===== config.mk =====
export PLATFORM = sky130hd
export DESIGN_NAME = i2c_slave_interface
export DESIGN_NICKNAME = d
export VERILOG_FILES = /design/src/hw/i2c_slave_pkg.sv /design/src/hw/i2c_slave_interface.sv
export SDC_FILE = /design/constraint.sdc
export NUM_CORES = 1
export LEC_CHECK = 0
export BUFFER_PORTS_ARGS = -buffer_cell sky130_fd_sc_hd__buf_4
export CELL_PAD_IN_SITES_DETAIL_PLACEMENT = 2
export CELL_PAD_IN_SITES_GLOBAL_PLACEMENT = 2
export CORE_ASPECT_RATIO = 1.75
export CORE_MARGIN = 3
export CORE_UTILIZATION = 34
export DETAILED_ROUTE_END_ITERATION = 16
export GPL_ROUTABILITY_DRIVEN = 0
export PLACE_DENSITY_LB_ADDON = 0.1
export SLEW_MARGIN = 25
export SYNTH_ARGS = -nofsm -noshare
export SYNTH_HDL_FRONTEND = slang
export SYNTH_SLANG_ARGS = --single-unit
export TNS_END_PERCENT = 5

===== constraint.sdc =====
create_clock -name pclk -period 5.6 [get_ports pclk]
set_clock_uncertainty 0.15 [all_clocks]
set_input_delay 0.56 -clock pclk [delete_from_list [all_inputs] [get_ports pclk]]
set_output_delay 0.56 -clock pclk [all_outputs]
set_load 0.01 [all_outputs]

===== src/hw/i2c_slave_pkg.sv =====
// Purpose: Shared constants for the I2C slave engine.
// Assumes: APB register map with one aligned 32-bit word per register.
// Notes: Only the low byte of each word is used; upper bits read as zero.
package i2c_slave_pkg;
    // ----------------------------------------
    // Register offsets
    // ----------------------------------------
    localparam logic [7:0] OFF_CTRL = 8'h00;
    localparam logic [7:0] OFF_STAT = 8'h04;
    localparam logic [7:0] OFF_ADDR = 8'h08;
    localparam logic [7:0] OFF_DATA = 8'h0C;
    // ----------------------------------------
    // Field positions
    // ----------------------------------------
    localparam int MODE_HI = 7;
    localparam int MODE_LO = 5;
    localparam int EN_BIT = 1;
    localparam int DONE_BIT = 7;
    localparam int MATCH_BIT = 6;
    localparam int BUSY_BIT = 5;
    localparam int DIR_BIT = 4;
    localparam int ACKC_BIT = 3;
    localparam int RW_BIT = 2;
    localparam int WAKE_BIT = 1;
    localparam int MACK_BIT = 0;
    // ----------------------------------------
    // Values and reset values
    // ----------------------------------------
    localparam logic [2:0] MODE_I2C_SLAVE = 3'h6;
    localparam logic [7:0] CTRL_RST = 8'hE0;
    localparam logic [7:0] CTRL_WMASK = 8'hEE;
    localparam logic [7:0] ADDR_RST = 8'h00;
    localparam logic [7:0] DATA_RST = 8'h00;
    localparam logic [4:0] FLAG_RST = 5'h11;
    localparam logic [7:0] STAT_RST = 8'h81;
    localparam logic [2:0] LAST_BIT = 3'h7;
endpackage


===== src/hw/i2c_slave_interface.sv =====
// Purpose: Byte-oriented I2C slave with clock stretching behind an APB register port.
// Assumes: pclk is far faster than SCL; SCL and SDA are open-drain pins.
// Notes: No time-out counter and no debounce; the interrupt is a one-cycle pulse.
`timescale 1ns/1ps
module i2c_slave_interface
    import i2c_slave_pkg::*;
(
    input wire logic pclk,
    input wire logic presetn,
    input wire logic psel,
    input wire logic penable,
    input wire logic pwrite,
    input wire logic [31:0] paddr,
    input wire logic [31:0] pwdata,
    output logic [31:0] prdata,
    output logic pready,
    output logic pslverr,
    input wire logic scl_i,
    output logic scl_o,
    output logic scl_oe,
    input wire logic sda_i,
    output logic sda_o,
    output logic sda_oe,
    output logic irq,
    output logic wake
);
    typedef enum logic [7:0] {
        ST_IDLE = 8'h01,
        ST_ADDR = 8'h02,
        ST_AACK = 8'h04,
        ST_HOLD = 8'h08,
        ST_RX = 8'h10,
        ST_RACK = 8'h20,
        ST_TX = 8'h40,
        ST_TACK = 8'h80
    } state_type;

    // ----------------------------------------
    // Pin synchronisers and bus events
    // ----------------------------------------
    logic scl_m, scl_s, scl_d, sda_m, sda_s, sda_d;

    always_ff @(posedge pclk or negedge presetn)
    begin
        if (!presetn)
        begin
            {scl_m, scl_s, scl_d} <= 3'h7;
            {sda_m, sda_s, sda_d} <= 3'h7;
        end
        else
        begin
            {scl_m, scl_s, scl_d} <= {scl_i, scl_m, scl_s};
            {sda_m, sda_s, sda_d} <= {sda_i, sda_m, sda_s};
        end
    end

    wire start_det = scl_s && scl_d && sda_d && !sda_s;
    wire stop_det = scl_s && scl_d && !sda_d && sda_s;
    wire scl_rise = scl_s && !scl_d;
    wire scl_fall = !scl_s && scl_d;

    // ----------------------------------------
    // APB decode
    // ----------------------------------------
    logic [7:0] ctrl_r, addr_r, data_r;
    logic dir_r, ackc_r, wake_en_r;
    logic done_r, match_r, busy_r, rw_r, mack_r;
    logic [31:0] rdata_r;
    state_type st_r;
    logic [7:0] sh_r;
    logic [2:0] cnt_r;
    logic sda_drv_r, irq_r, wake_r;

    wire setup = psel && !penable;
    wire access = psel && penable;
    wire [7:0] off = paddr[7:0];
    wire mapped = (paddr[31:8] == 24'h000000) &&
                  (off == OFF_CTRL || off == OFF_STAT || off == OFF_ADDR || off == OFF_DATA);
    wire wr_ctrl = access && pwrite && mapped && off == OFF_CTRL;
    wire wr_stat = access && pwrite && mapped && off == OFF_STAT;
    wire wr_addr = access && pwrite && mapped && off == OFF_ADDR;
    wire wr_data = access && pwrite && mapped && off == OFF_DATA;
    wire rd_data = access && !pwrite && mapped && off == OFF_DATA;
    wire active = ctrl_r[EN_BIT] && ctrl_r[MODE_HI:MODE_LO] == MODE_I2C_SLAVE;
    wire [7:0] stat_v = {done_r, match_r, busy_r, dir_r, ackc_r, rw_r, wake_en_r, mack_r};
    wire [7:0] rd_v = off == OFF_CTRL ? ctrl_r : off == OFF_STAT ? stat_v :
                      off == OFF_ADDR ? addr_r : off == OFF_DATA ? data_r : 8'h00;
    // Releasing the stretch needs the access that matches the chosen direction.
    wire svc = (st_r == ST_HOLD) && (dir_r ? wr_data : rd_data);
    wire [7:0] byte_in = {sh_r[6:0], sda_s};
    wire addr_hit = sh_r[6:0] == addr_r[7:1];
    wire addr_end = (st_r == ST_ADDR) && scl_rise && cnt_r == LAST_BIT;

    assign pready = 1'b1;
    assign pslverr = access && !mapped;
    assign prdata = rdata_r;
    assign scl_o = 1'b0;
    assign sda_o = 1'b0;
    assign scl_oe = (st_r == ST_HOLD);
    assign sda_oe = sda_drv_r;
    assign irq = irq_r;
    assign wake = wake_r;

    // ----------------------------------------
    // Software registers
    // ----------------------------------------
    // Read data is captured in the setup cycle so the answer comes with zero wait states.
    always_ff @(posedge pclk or negedge presetn)
    begin
        if (!presetn)
        begin
            ctrl_r <= CTRL_RST;
            addr_r <= ADDR_RST;
            rdata_r <= 32'h00000000;
            {dir_r, ackc_r, wake_en_r} <= 3'h0;
        end
        else
        begin
            rdata_r <= setup ? {24'h000000, rd_v} : rdata_r;
            if (wr_ctrl)
                ctrl_r <= pwdata[7:0] & CTRL_WMASK;
            if (wr_addr)
                addr_r <= pwdata[7:0];
            // Direction and ack control survive disable, so enable rise leaves them alone.
            if (wr_stat)
            begin
                dir_r <= pwdata[DIR_BIT];
                ackc_r <= pwdata[ACKC_BIT];
                wake_en_r <= pwdata[WAKE_BIT];
            end
        end
    end

    // ----------------------------------------
    // Bus engine
    // ----------------------------------------
    always_ff @(posedge pclk or negedge presetn)
    begin
        if (!presetn)
        begin
            st_r <= ST_IDLE;
            sh_r <= 8'h00;
            cnt_r <= 3'h0;
            sda_drv_r <= 1'b0;
            {done_r, match_r, busy_r, rw_r, mack_r} <= FLAG_RST;
            {irq_r, wake_r} <= 2'h0;
            data_r <= DATA_RST;
        end
        else
        begin
            irq_r <= 1'b0;
            wake_r <= 1'b0;
            if (wr_data)
                data_r <= pwdata[7:0];
            if (!active)
            begin
                // Disabled: flags sit at defaults, so the enable rise sees them fresh.
                st_r <= ST_IDLE;
                sda_drv_r <= 1'b0;
                {done_r, match_r, busy_r, rw_r, mack_r} <= FLAG_RST;
            end
            else if (start_det)
            begin
                busy_r <= 1'b1;
                st_r <= ST_ADDR;
                cnt_r <= 3'h0;
                done_r <= 1'b0;
                match_r <= 1'b0;
                sda_drv_r <= 1'b0;
            end
            else if (stop_det)
            begin
                busy_r <= 1'b0;
                st_r <= ST_IDLE;
                sda_drv_r <= 1'b0;
            end
            else
            begin
                unique case (st_r)
                    ST_IDLE:
                    begin
                    end
                    ST_ADDR:
                    begin
                        if (scl_rise)
                        begin
                            sh_r <= byte_in;
                            cnt_r <= cnt_r + 3'h1;
                            if (addr_end && addr_hit)
                            begin
                                match_r <= 1'b1;
                                rw_r <= sda_s;
                                done_r <= 1'b1;
                                irq_r <= 1'b1;
                                wake_r <= wake_en_r;
                            end
                            else if (addr_end)
                                st_r <= ST_IDLE;
                        end
                        else if (scl_fall && match_r)
                        begin
                            st_r <= ST_AACK;
                            sda_drv_r <= 1'b1;
                        end
                    end
                    ST_AACK, ST_RACK:
                    begin
                        if (scl_fall)
                        begin
                            sda_drv_r <= 1'b0;
                            st_r <= ST_HOLD;
                        end
                    end
                    ST_HOLD:
                    begin
                        if (svc)
                        begin
                            match_r <= 1'b0;
                            done_r <= 1'b0;
                            cnt_r <= 3'h0;
                            st_r <= dir_r ? ST_TX : ST_RX;
                            sh_r <= pwdata[7:0];
                            sda_drv_r <= dir_r && !pwdata[7];
                        end
                    end
                    ST_RX:
                    begin
                        if (scl_rise)
                        begin
                            sh_r <= byte_in;
                            cnt_r <= cnt_r + 3'h1;
                            if (cnt_r == LAST_BIT)
                            begin
                                data_r <= byte_in;
                                done_r <= 1'b1;
                                irq_r <= 1'b1;
                            end
                        end
                        else if (scl_fall && done_r)
                        begin
                            st_r <= ST_RACK;
                            sda_drv_r <= !ackc_r;
                        end
                    end
                    ST_TX:
                    begin
                        if (scl_fall)
                        begin
                            if (cnt_r == LAST_BIT)
                            begin
                                st_r <= ST_TACK;
                                sda_drv_r <= 1'b0;
                            end
                            else
                            begin
                                sh_r <= {sh_r[6:0], 1'b0};
                                sda_drv_r <= !sh_r[6];
                                cnt_r <= cnt_r + 3'h1;
                            end
                        end
                    end
                    ST_TACK:
                    begin
                        if (scl_rise)
                        begin
                            mack_r <= sda_s;
                            done_r <= 1'b1;
                            irq_r <= 1'b1;
                        end
                        else if (scl_fall)
                            st_r <= mack_r ? ST_IDLE : ST_HOLD;
                    end
                endcase
            end
        end
    end
endmodule


* Word-level counts from Yosys, hierarchy flattened *
Cells that the tools add are included.

word-level totals
  bits in registers = 65
  input bits = 71
  output and inout port bits = 40
  word-level logic and storage cells = 232

cells by class
  add/sub/neg operators = 1
  eq/ne operators = 53
  mux-type cells = 97
  bitwise logic cells = 2
  reduce and logical (&&, ||, !) cells = 55

operators with widths
  kind                                           number
  2-to-1 mux 8 bit                               26
  2-to-1 mux 1 bit                               52
  case mux 8 bit (6 select lines)                1
  != test 5 bit, second input constant           8
  2-to-1 mux 7 bit                               5
  logical AND 1 bit                              28
  == test 8 x 4 -> 1 bit, second input constant  3
  logical NOT 24 bit                             1
  AND reduction 8 bit                            3
  case mux 7 bit (3 select lines)                1
  2-to-1 mux 3 bit                               6
  == test 8 x 3 -> 1 bit, second input constant  2
  != test 4 bit, second input constant           4
  != test 2 bit, second input constant           6
  != test 3 bit, second input constant           4
  != test 4 x 3 -> 1 bit, second input constant  3
  != test 6 bit, second input constant           2
  AND reduction 12 bit                           1
  logical NOT 1 bit                              10
  != test 2 x 1 -> 1 bit, second input constant  5
  != test 5 x 4 -> 1 bit, second input constant  2
  AND reduction 5 bit                            2
  != test 9 x 4 -> 1 bit, second input constant  1
  case mux 3 bit (3 select lines)                1
  25 further kinds                               31

* Depth between registers and ports, before layout *
Gate-level depths: netlist (run 1).

  word-level depth = 14
  depth in mapped cells = 10
  depth with buffers taken out = 9

* Least setup slack after synthesis (run 1) *
Ideal clock, no wire load.

  path type = input to register
  start = input port paddr[10]
  end = register st_r[2]
  library setup time = 0.125 ns
  arrival = 2.588 ns
  required time = 5.325 ns
  setup slack = 2.737 ns
  stages on the path = 7
  buffers on the path = 0
  path through = nor4_1 > nand4_1 > nor3_2 > a31oi_1 > o31a_1 > nor4_4 > mux2_2

between the ends
  cells in the longest elaborated chain, start to end = 8
  elaborated cells on any way between the ends = 10
  classes of those cells = 1 x eq/ne; 1 x mux; 8 x reduce/logical

RTL lines
  what                                                      RTL line                                              RTL
  from (decl)                                               i2c_slave_interface.sv:13                             input wire logic [31:0] paddr,
  logical NOT 24 bit (*)                                    i2c_slave_interface.sv:77                             wire mapped = (paddr[31:8] == 24'h000000) &&
  logical AND 1 bit (*)                                     i2c_slave_interface.sv:77
  logical AND 1 bit, on equally long branches (2 in a row)  i2c_slave_interface.sv:83, i2c_slave_interface.sv:82
  2-to-1 mux 1 bit (*)                                      i2c_slave_interface.sv:89                             wire svc = (st_r == ST_HOLD) && (dir_r ? wr_data : rd_data);
  logical AND 1 bit (*)                                     i2c_slave_interface.sv:89
  != test 5 x 4 -> 1 bit (no source line) (*)               n/a
  AND reduction 12 bit (no source line) (*)                 n/a
  to (signal assigned)                                      i2c_slave_interface.sv:221                            st_r <= dir_r ? ST_TX : ST_RX;
  to (signal assigned)                                      i2c_slave_interface.sv:271                            st_r <= mack_r ? ST_IDLE : ST_HOLD;
  to (decl)                                                 i2c_slave_interface.sv:69                             state_type st_r;

Mark *: on every way between the ends. The rest lies on a longest branch, timed or not.
A chain may end at the register's enable or synchronous reset.

* Worst setup path after layout (run 1) *
  start = register st_r[4]
  end = register sh_r[1]

between the ends
  cells in the longest elaborated chain, start to end = 4
  elaborated cells on any way between the ends = 13
  classes of those cells = 8 x eq/ne; 1 x mux; 4 x reduce/logical

RTL lines
  what                                                                           RTL line                    RTL
  == test 8 x 2 -> 1 bit (tied with other cells)                                 i2c_slave_interface.sv:179  unique case (st_r)
  OR reduction 2 bit (no source line) or logical AND 1 bit (tied branches)       n/a
  != test 2 x 1 -> 1 bit (no source line) or nonzero test 3 bit (tied branches)  n/a
  AND reduction 8 bit (no source line)                                           n/a
  to (signal assigned)                                                           i2c_slave_interface.sv:187  sh_r <= byte_in;
  to (signal assigned)                                                           i2c_slave_interface.sv:222  sh_r <= pwdata[7:0];
  to (signal assigned)                                                           i2c_slave_interface.sv:230  sh_r <= byte_in;
  to (decl)                                                                      i2c_slave_interface.sv:70   logic [7:0] sh_r;

Several ways; a longest one is shown, not always the timed one.

==> flow_metrics.env, run 1 <==
export IMPL_status="finished clean"
export IMPL_die_h_um=146
export IMPL_routed_wl_um=11600
export IMPL_start_util_pct=35.2
export IMPL_cts_resized=0
export IMPL_io_pins=111
export IMPL_cp_arrival_ps=3570
export IMPL_synth_warnings=0
export IMPL_max_cap_violations=0
export IMPL_cts_htree_levels=3
export IMPL_rows=50
export IMPL_rsz0062_at_grt="false"
export IMPL_wl_per_cell_um=20.8
export IMPL_design_area_um2=4560
export IMPL_antenna_found_initial=0
export IMPL_grt_ovfl_total=0
export IMPL_grt_max_degree=66
export IMPL_worst_slew_pin_slew_ps=857
export IMPL_drtIter0Drc=120
export IMPL_dp_hpwl_um=8850
export IMPL_seq_area_frac_synth_pct=43.4
export IMPL_path_class="reg2reg"
export IMPL_total_leakage_power_nw=2.20
export IMPL_grt_pass1_wl_um=18800
export IMPL_async_reset_ff_share_pct=100
export IMPL_power_density_nw_per_um2=258
export IMPL_ys_types=49
export IMPL_clk_pin_slew_ps=50
export IMPL_cts_max_path_buffers=2
export IMPL_final_period_utilization_pct=62.6
export IMPL_synth_area_leaders="dfrtp_1 35%, mux2_2 10%, dfstp_2 8.3%, buf_4 5.4%, mux2i_1 4.2%"
export IMPL_ys_seq_elements=65
export IMPL_synthFlopType="dfrtp_1"
export IMPL_hold_ws_ps=166
export IMPL_setup_tns_ps=0
export IMPL_die_area_um2=12500
export IMPL_ys_top_cells_by_count="53 x dfrtp_1, 35 x mux2_2, 29 x nand2_1, 29 x nor2_1, 27 x buf_4"
export IMPL_drt_vias_per_instance=5.38
export IMPL_nets=497
export IMPL_slew_violations=0
export IMPL_required_ps=5660
export IMPL_track_usage_pct=19.7
export IMPL_ir_drop_mv=0.239
export IMPL_netlist_area_um2=3780
export IMPL_synth_most_common_cell="dfrtp_1"
export IMPL_syn_area_per_cell_um2=10.2
export IMPL_port_buffer_count=59
export IMPL_core_um2=10800
export IMPL_diodes=0
export IMPL_cts_buffers=9
export IMPL_remaining_drc_errors=0
export IMPL_hold_path_class="in2async"
export IMPL_cp_max_fo=12
export IMPL_end_kind="register"
export IMPL_cts_hold_buf=0
export IMPL_finalCriticalPeriod_ps=3510
export IMPL_postRouteAntennaNets=0
export IMPL_cts_setup_buffers=0
export IMPL_fill_cells=1156
export IMPL_clkSinkCount=65
export IMPL_synth_edf_count=0
export IMPL_vias=3007
export IMPL_timing_slew_headroom_pct=42.9
export IMPL_worstSkewPairLatency_ps=340
export IMPL_cts_root_buf="clkbuf_16"
export IMPL_setup_viol=0
export IMPL_cts_tree="yes"
export IMPL_grt_pass1_vias=3392
export IMPL_power_w=0.00118
export IMPL_drive_gt1_share_pct=32.9
export IMPL_die_x_um=85.7
export IMPL_place_area_um2=4220
export IMPL_hold_viol=0
export IMPL_critPathLaunchType="register"
export IMPL_yosysTopAreaCell="dfrtp_1"
export IMPL_syn2layout_area_growth_pct=20.6
export IMPL_netlist_area_leader_share_pct=35.1
export IMPL_max_clock_freq_mhz=285
export IMPL_netlist_instances=372
export IMPL_dr_pass1_iters=4
-- where the power goes --
part / internal (W) / switching, W / total (W)
Combinational: 0.0000325 / 0.0000400 / 0.0000725
Clock: 0.000414 / 0.000214 / 0.000628
Sequential: 0.000474 / 0.00000267 / 0.000477
-- cells in the final DEF (no fill, tap or decap), types with 4 or more instances in the layout --
master / count
nand4_1: 6
mux4_2: 6
nand2b_1: 5
dfstp_2: 12
nor3_1: 5
a21oi_1: 14
xor2_1: 11
nand3_1: 7
nor2_1: 29
nor2b_1: 6
nand2_1: 29
mux2i_1: 16
and3_1: 4
mux2_2: 35
dfrtp_1: 53
o21ai_0: 17
nor4_1: 11
conb_1: 27
buf_4: 60
clkbuf_16: 9
inv_1: 14
or2_2: 6
-- final timing paths --
path | cells after the start | startpoint | endpoint | slack, ps
setup / recovery | 7 | st_r[4] | sh_r[1] | 2090
hold / removal | 1 | presetn | addr_r[2] | 170
setup reg to reg | 7 | st_r[4] | sh_r[1] | 2090
hold reg to reg | 0 | sda_m | sda_s | 200
max in group asynchronous | 1 | presetn | st_r[6] | 4550
min in group pclk | 1 | scl_i | scl_m | 180
-- metrics by stage --
step	setup WS, ps	utilization, %	instances
6_report	2090	42.4	559
5_1_grt	1750	42.4	559
4_1_cts	1920	42.3	559
3_5_place_dp	1850	39.2	543
3_3_place_gp	1890	39.2	543
2_1_floorplan	2740	-	397
-- layer usage --
metal  GRT usage, %  vias to the layer above  part of all wire [%]
li1               -                     1378                     -
met1           21.8                     1537                    39
met2           36.8                       77                    55
met3           3.46                       15                   3.9
met4           6.74                        0                   2.0
met5              0                        -                     0
-- layout make-up --
cell class                      count  area [µm²]  share of cell area, %
Clock buffer                       12         256                   5.62
Clock inverter                      4        75.1                   1.65
Inverter                           14        52.6                   1.15
Multi-Input combinational cell    274        1920                   42.2
Sequential cell                    65        1640                   36.0
Tap cell                          130         163                   3.56
Timing Repair Buffer               60         450                   9.87
-- logic make-up after synthesis --
logic type	count (synthesis)	synth area share, %
mux	57	18.2
compound gates	52	8.50
other cells	2	0.198
buf+inv	58	8.53
fa+ha+maj	2	0.661
flops	65	43.4
simple gates	124	17.7
xor+xnor	12	2.78
-- worst max-delay path, cell delays in order, from the launching register on --
cell and delay (ps):
dfrtp_1 520, nor4_1 490, nand4_1 360, inv_1 350
a211oi_1 90, nor4_1 300, nor2b_1 710, mux2_2 410
-- state kept, by name (all words and copies together) (netlist names), 3 cells and up --
signal,cells
st_r,8
addr_r,8
prdata,8
ctrl_r,6
cnt_r,3
data_r,8
sh_r,7
Power figures use the tool's default switching activity.
==> run 2, diff against run 1 <==
- CORE_UTILIZATION: 34 -> 32
- clock period: 5.6 -> 3.28 ns (I/O delays scaled with it)
==> flow_metrics.env, run 2 (synthesis gave the netlist of run 1 again) <==
export IMPL_track_usage_pct=19.0
export IMPL_postRouteAntennaNets=0
export IMPL_status="finished clean"
export IMPL_drt_vias_per_instance=5.30
export IMPL_finalCriticalPeriod_ps=2960
export IMPL_r2r_cells=8
export IMPL_r2r_start="st_r[7]"
export IMPL_cts_htree_levels=3
export IMPL_rsz0062_at_grt="false"
export IMPL_cp_arrival_ps=3020
export IMPL_total_leakage_power_nw=2.26
export IMPL_timing_slew_headroom_pct=43.7
export IMPL_wl_per_cell_um=20.2
export IMPL_slowest_stage="nor4_1"
export IMPL_ir_drop_mv=0.257
export IMPL_grt_ovfl_total=0
export IMPL_critPathLaunchType="register"
export IMPL_diodes=0
export IMPL_final_util_pct=40.7
export IMPL_die_area_um2=13200
export IMPL_multi_input_area_um2=1910
export IMPL_final_period_utilization_pct=90.2
export IMPL_grt_pass1_wl_um=18800
export IMPL_worst_slew_pin_slew_ps=844
export IMPL_power_density_nw_per_um2=395
export IMPL_cts_max_path_buffers=2
export IMPL_die_x_um=88.2
export IMPL_holdPathStages=2
export IMPL_grtUsageMet3_pct=3.31
export IMPL_reg2reg_to="sh_r[1]"
export IMPL_core_um2=11400
export IMPL_fill_cells=1256
export IMPL_antenna_found_initial=0
export IMPL_syn2layout_area_growth_pct=22.3
export IMPL_hold_viol=0
export IMPL_setup_viol=0
export IMPL_slew_violations=0
export IMPL_start_util_pct=33.3
export IMPL_clk_pin_slew_ps=60
export IMPL_top_usage_layer="met2"
export IMPL_final_common_cell="buf_4"
export IMPL_rows=51
export IMPL_grt_max_degree=66
export IMPL_drive_gt1_share_pct=33.9
export IMPL_required_ps=3340
export IMPL_dp_hpwl_um=8990
export IMPL_hold_path_endpoint="ctrl_r[2]"
export IMPL_remaining_drc_errors=0
export IMPL_vias=3057
export IMPL_die_h_um=150
export IMPL_grt_use_met2_pct=34.9
export IMPL_routed_wl_um=11700
export IMPL_worstSkewPairLatency_ps=330
export IMPL_hold_ws_ps=110
export IMPL_dr_pass1_iters=4
export IMPL_cts_tree="yes"
export IMPL_cts_buffers=9
export IMPL_io_pins=111
export IMPL_setup_tns_ps=0
export IMPL_r2r_slack_ps=320
export IMPL_grt_use_met1_pct=21.7
export IMPL_worstPathCellList="nor4_1 > nand4_1 > buf_4 > a31oi_1 > nor4_1 > nor2b_1 > buf_4 > mux2_2"
export IMPL_path_class="reg2reg"
export IMPL_worstHoldStart="pwdata[2]"
export IMPL_hold_path_class="in2reg"
export IMPL_port_buffer_count=59
export IMPL_layout_common_cells="73 x buf_4, 53 x dfrtp_1, 35 x mux2_2"
export IMPL_clkSinkCount=65
export IMPL_max_cap_violations=0
export IMPL_cts_root_buf="clkbuf_16"
export IMPL_max_clock_freq_mhz=338
export IMPL_cts_setup_buffers=0
export IMPL_grt_pass1_vias=3400
export IMPL_cp_max_fo=8
export IMPL_nets=513
export IMPL_end_kind="register"
export IMPL_seq_area_um2=1640
export IMPL_drtIter0Drc=82
export IMPL_cpPeakStageDelay_ps=540
-- run 2: cell types whose count changed in the layout (fill, tap and decap cells not counted), sizes merged --
cell and delta:
clkinvlp -1, buf +13, clkinv +2, dlygate4sd3 +3
clkbuf +1, bufinv -2
-- run 2: worst max-delay path by stage --
stage,from,endpoint
final,st_r[7],sh_r[1]
after global routing,st_r[7],sh_r[5]
after CTS,st_r[7],sh_r[1]
after detailed placement,paddr[26],st_r[6]
after global placement,paddr[26],st_r[3]
after floorplan,paddr[10],st_r[2]
-- run 2: per-layer routing --
metal  vias up  routed length [µm]
li1       1404                   -
met1      1552                4460
met2        85                6510
met3        16                 498
met4         0                 193
met5         -                   0
-- run 2: final cells by class --
cell class / count / area share, %
Inverter: 14 / 1.14
Clock inverter: 3 / 0.378
Clock buffer: 13 / 5.62
Sequential cell: 65 / 35.5
Tap cell: 132 / 3.57
Multi-Input combinational cell: 274 / 41.3
Timing Repair Buffer: 76 / 12.5
-- run 2: metrics by stage --
step           area, µm²  total power [W]  cells  worst slack [ps]
4_1_cts             4630          0.00186    577               314
3_3_place_gp        4320         0.000952    558               289
6_report            4630          0.00183    577               323
5_1_grt             4630          0.00191    577               145
2_1_floorplan       3880         0.000899    397               649
3_5_place_dp        4320         0.000955    558               280
-- run 2: where the power goes --
part	internal [W]	switching (W)
combinational	0.0000579	0.0000694
clock	0.000550	0.000335
sequential	0.000811	0.00000462
-- run 2: timing repair --
action,CTS,global route
hold buffers,3,0
resized for setup,0,0
endpoints found under the hold margin,18,0
-- run 2: critical path, delay by kind of cell, from the launching register on --
kind | cells | cell delay [ps]
buffers and inverters | 2 | 390
DFF | 1 | 480
and+or+nand+nor | 4 | 1050
muxes | 1 | 290
AOI/OAI and AO/OA | 1 | 470
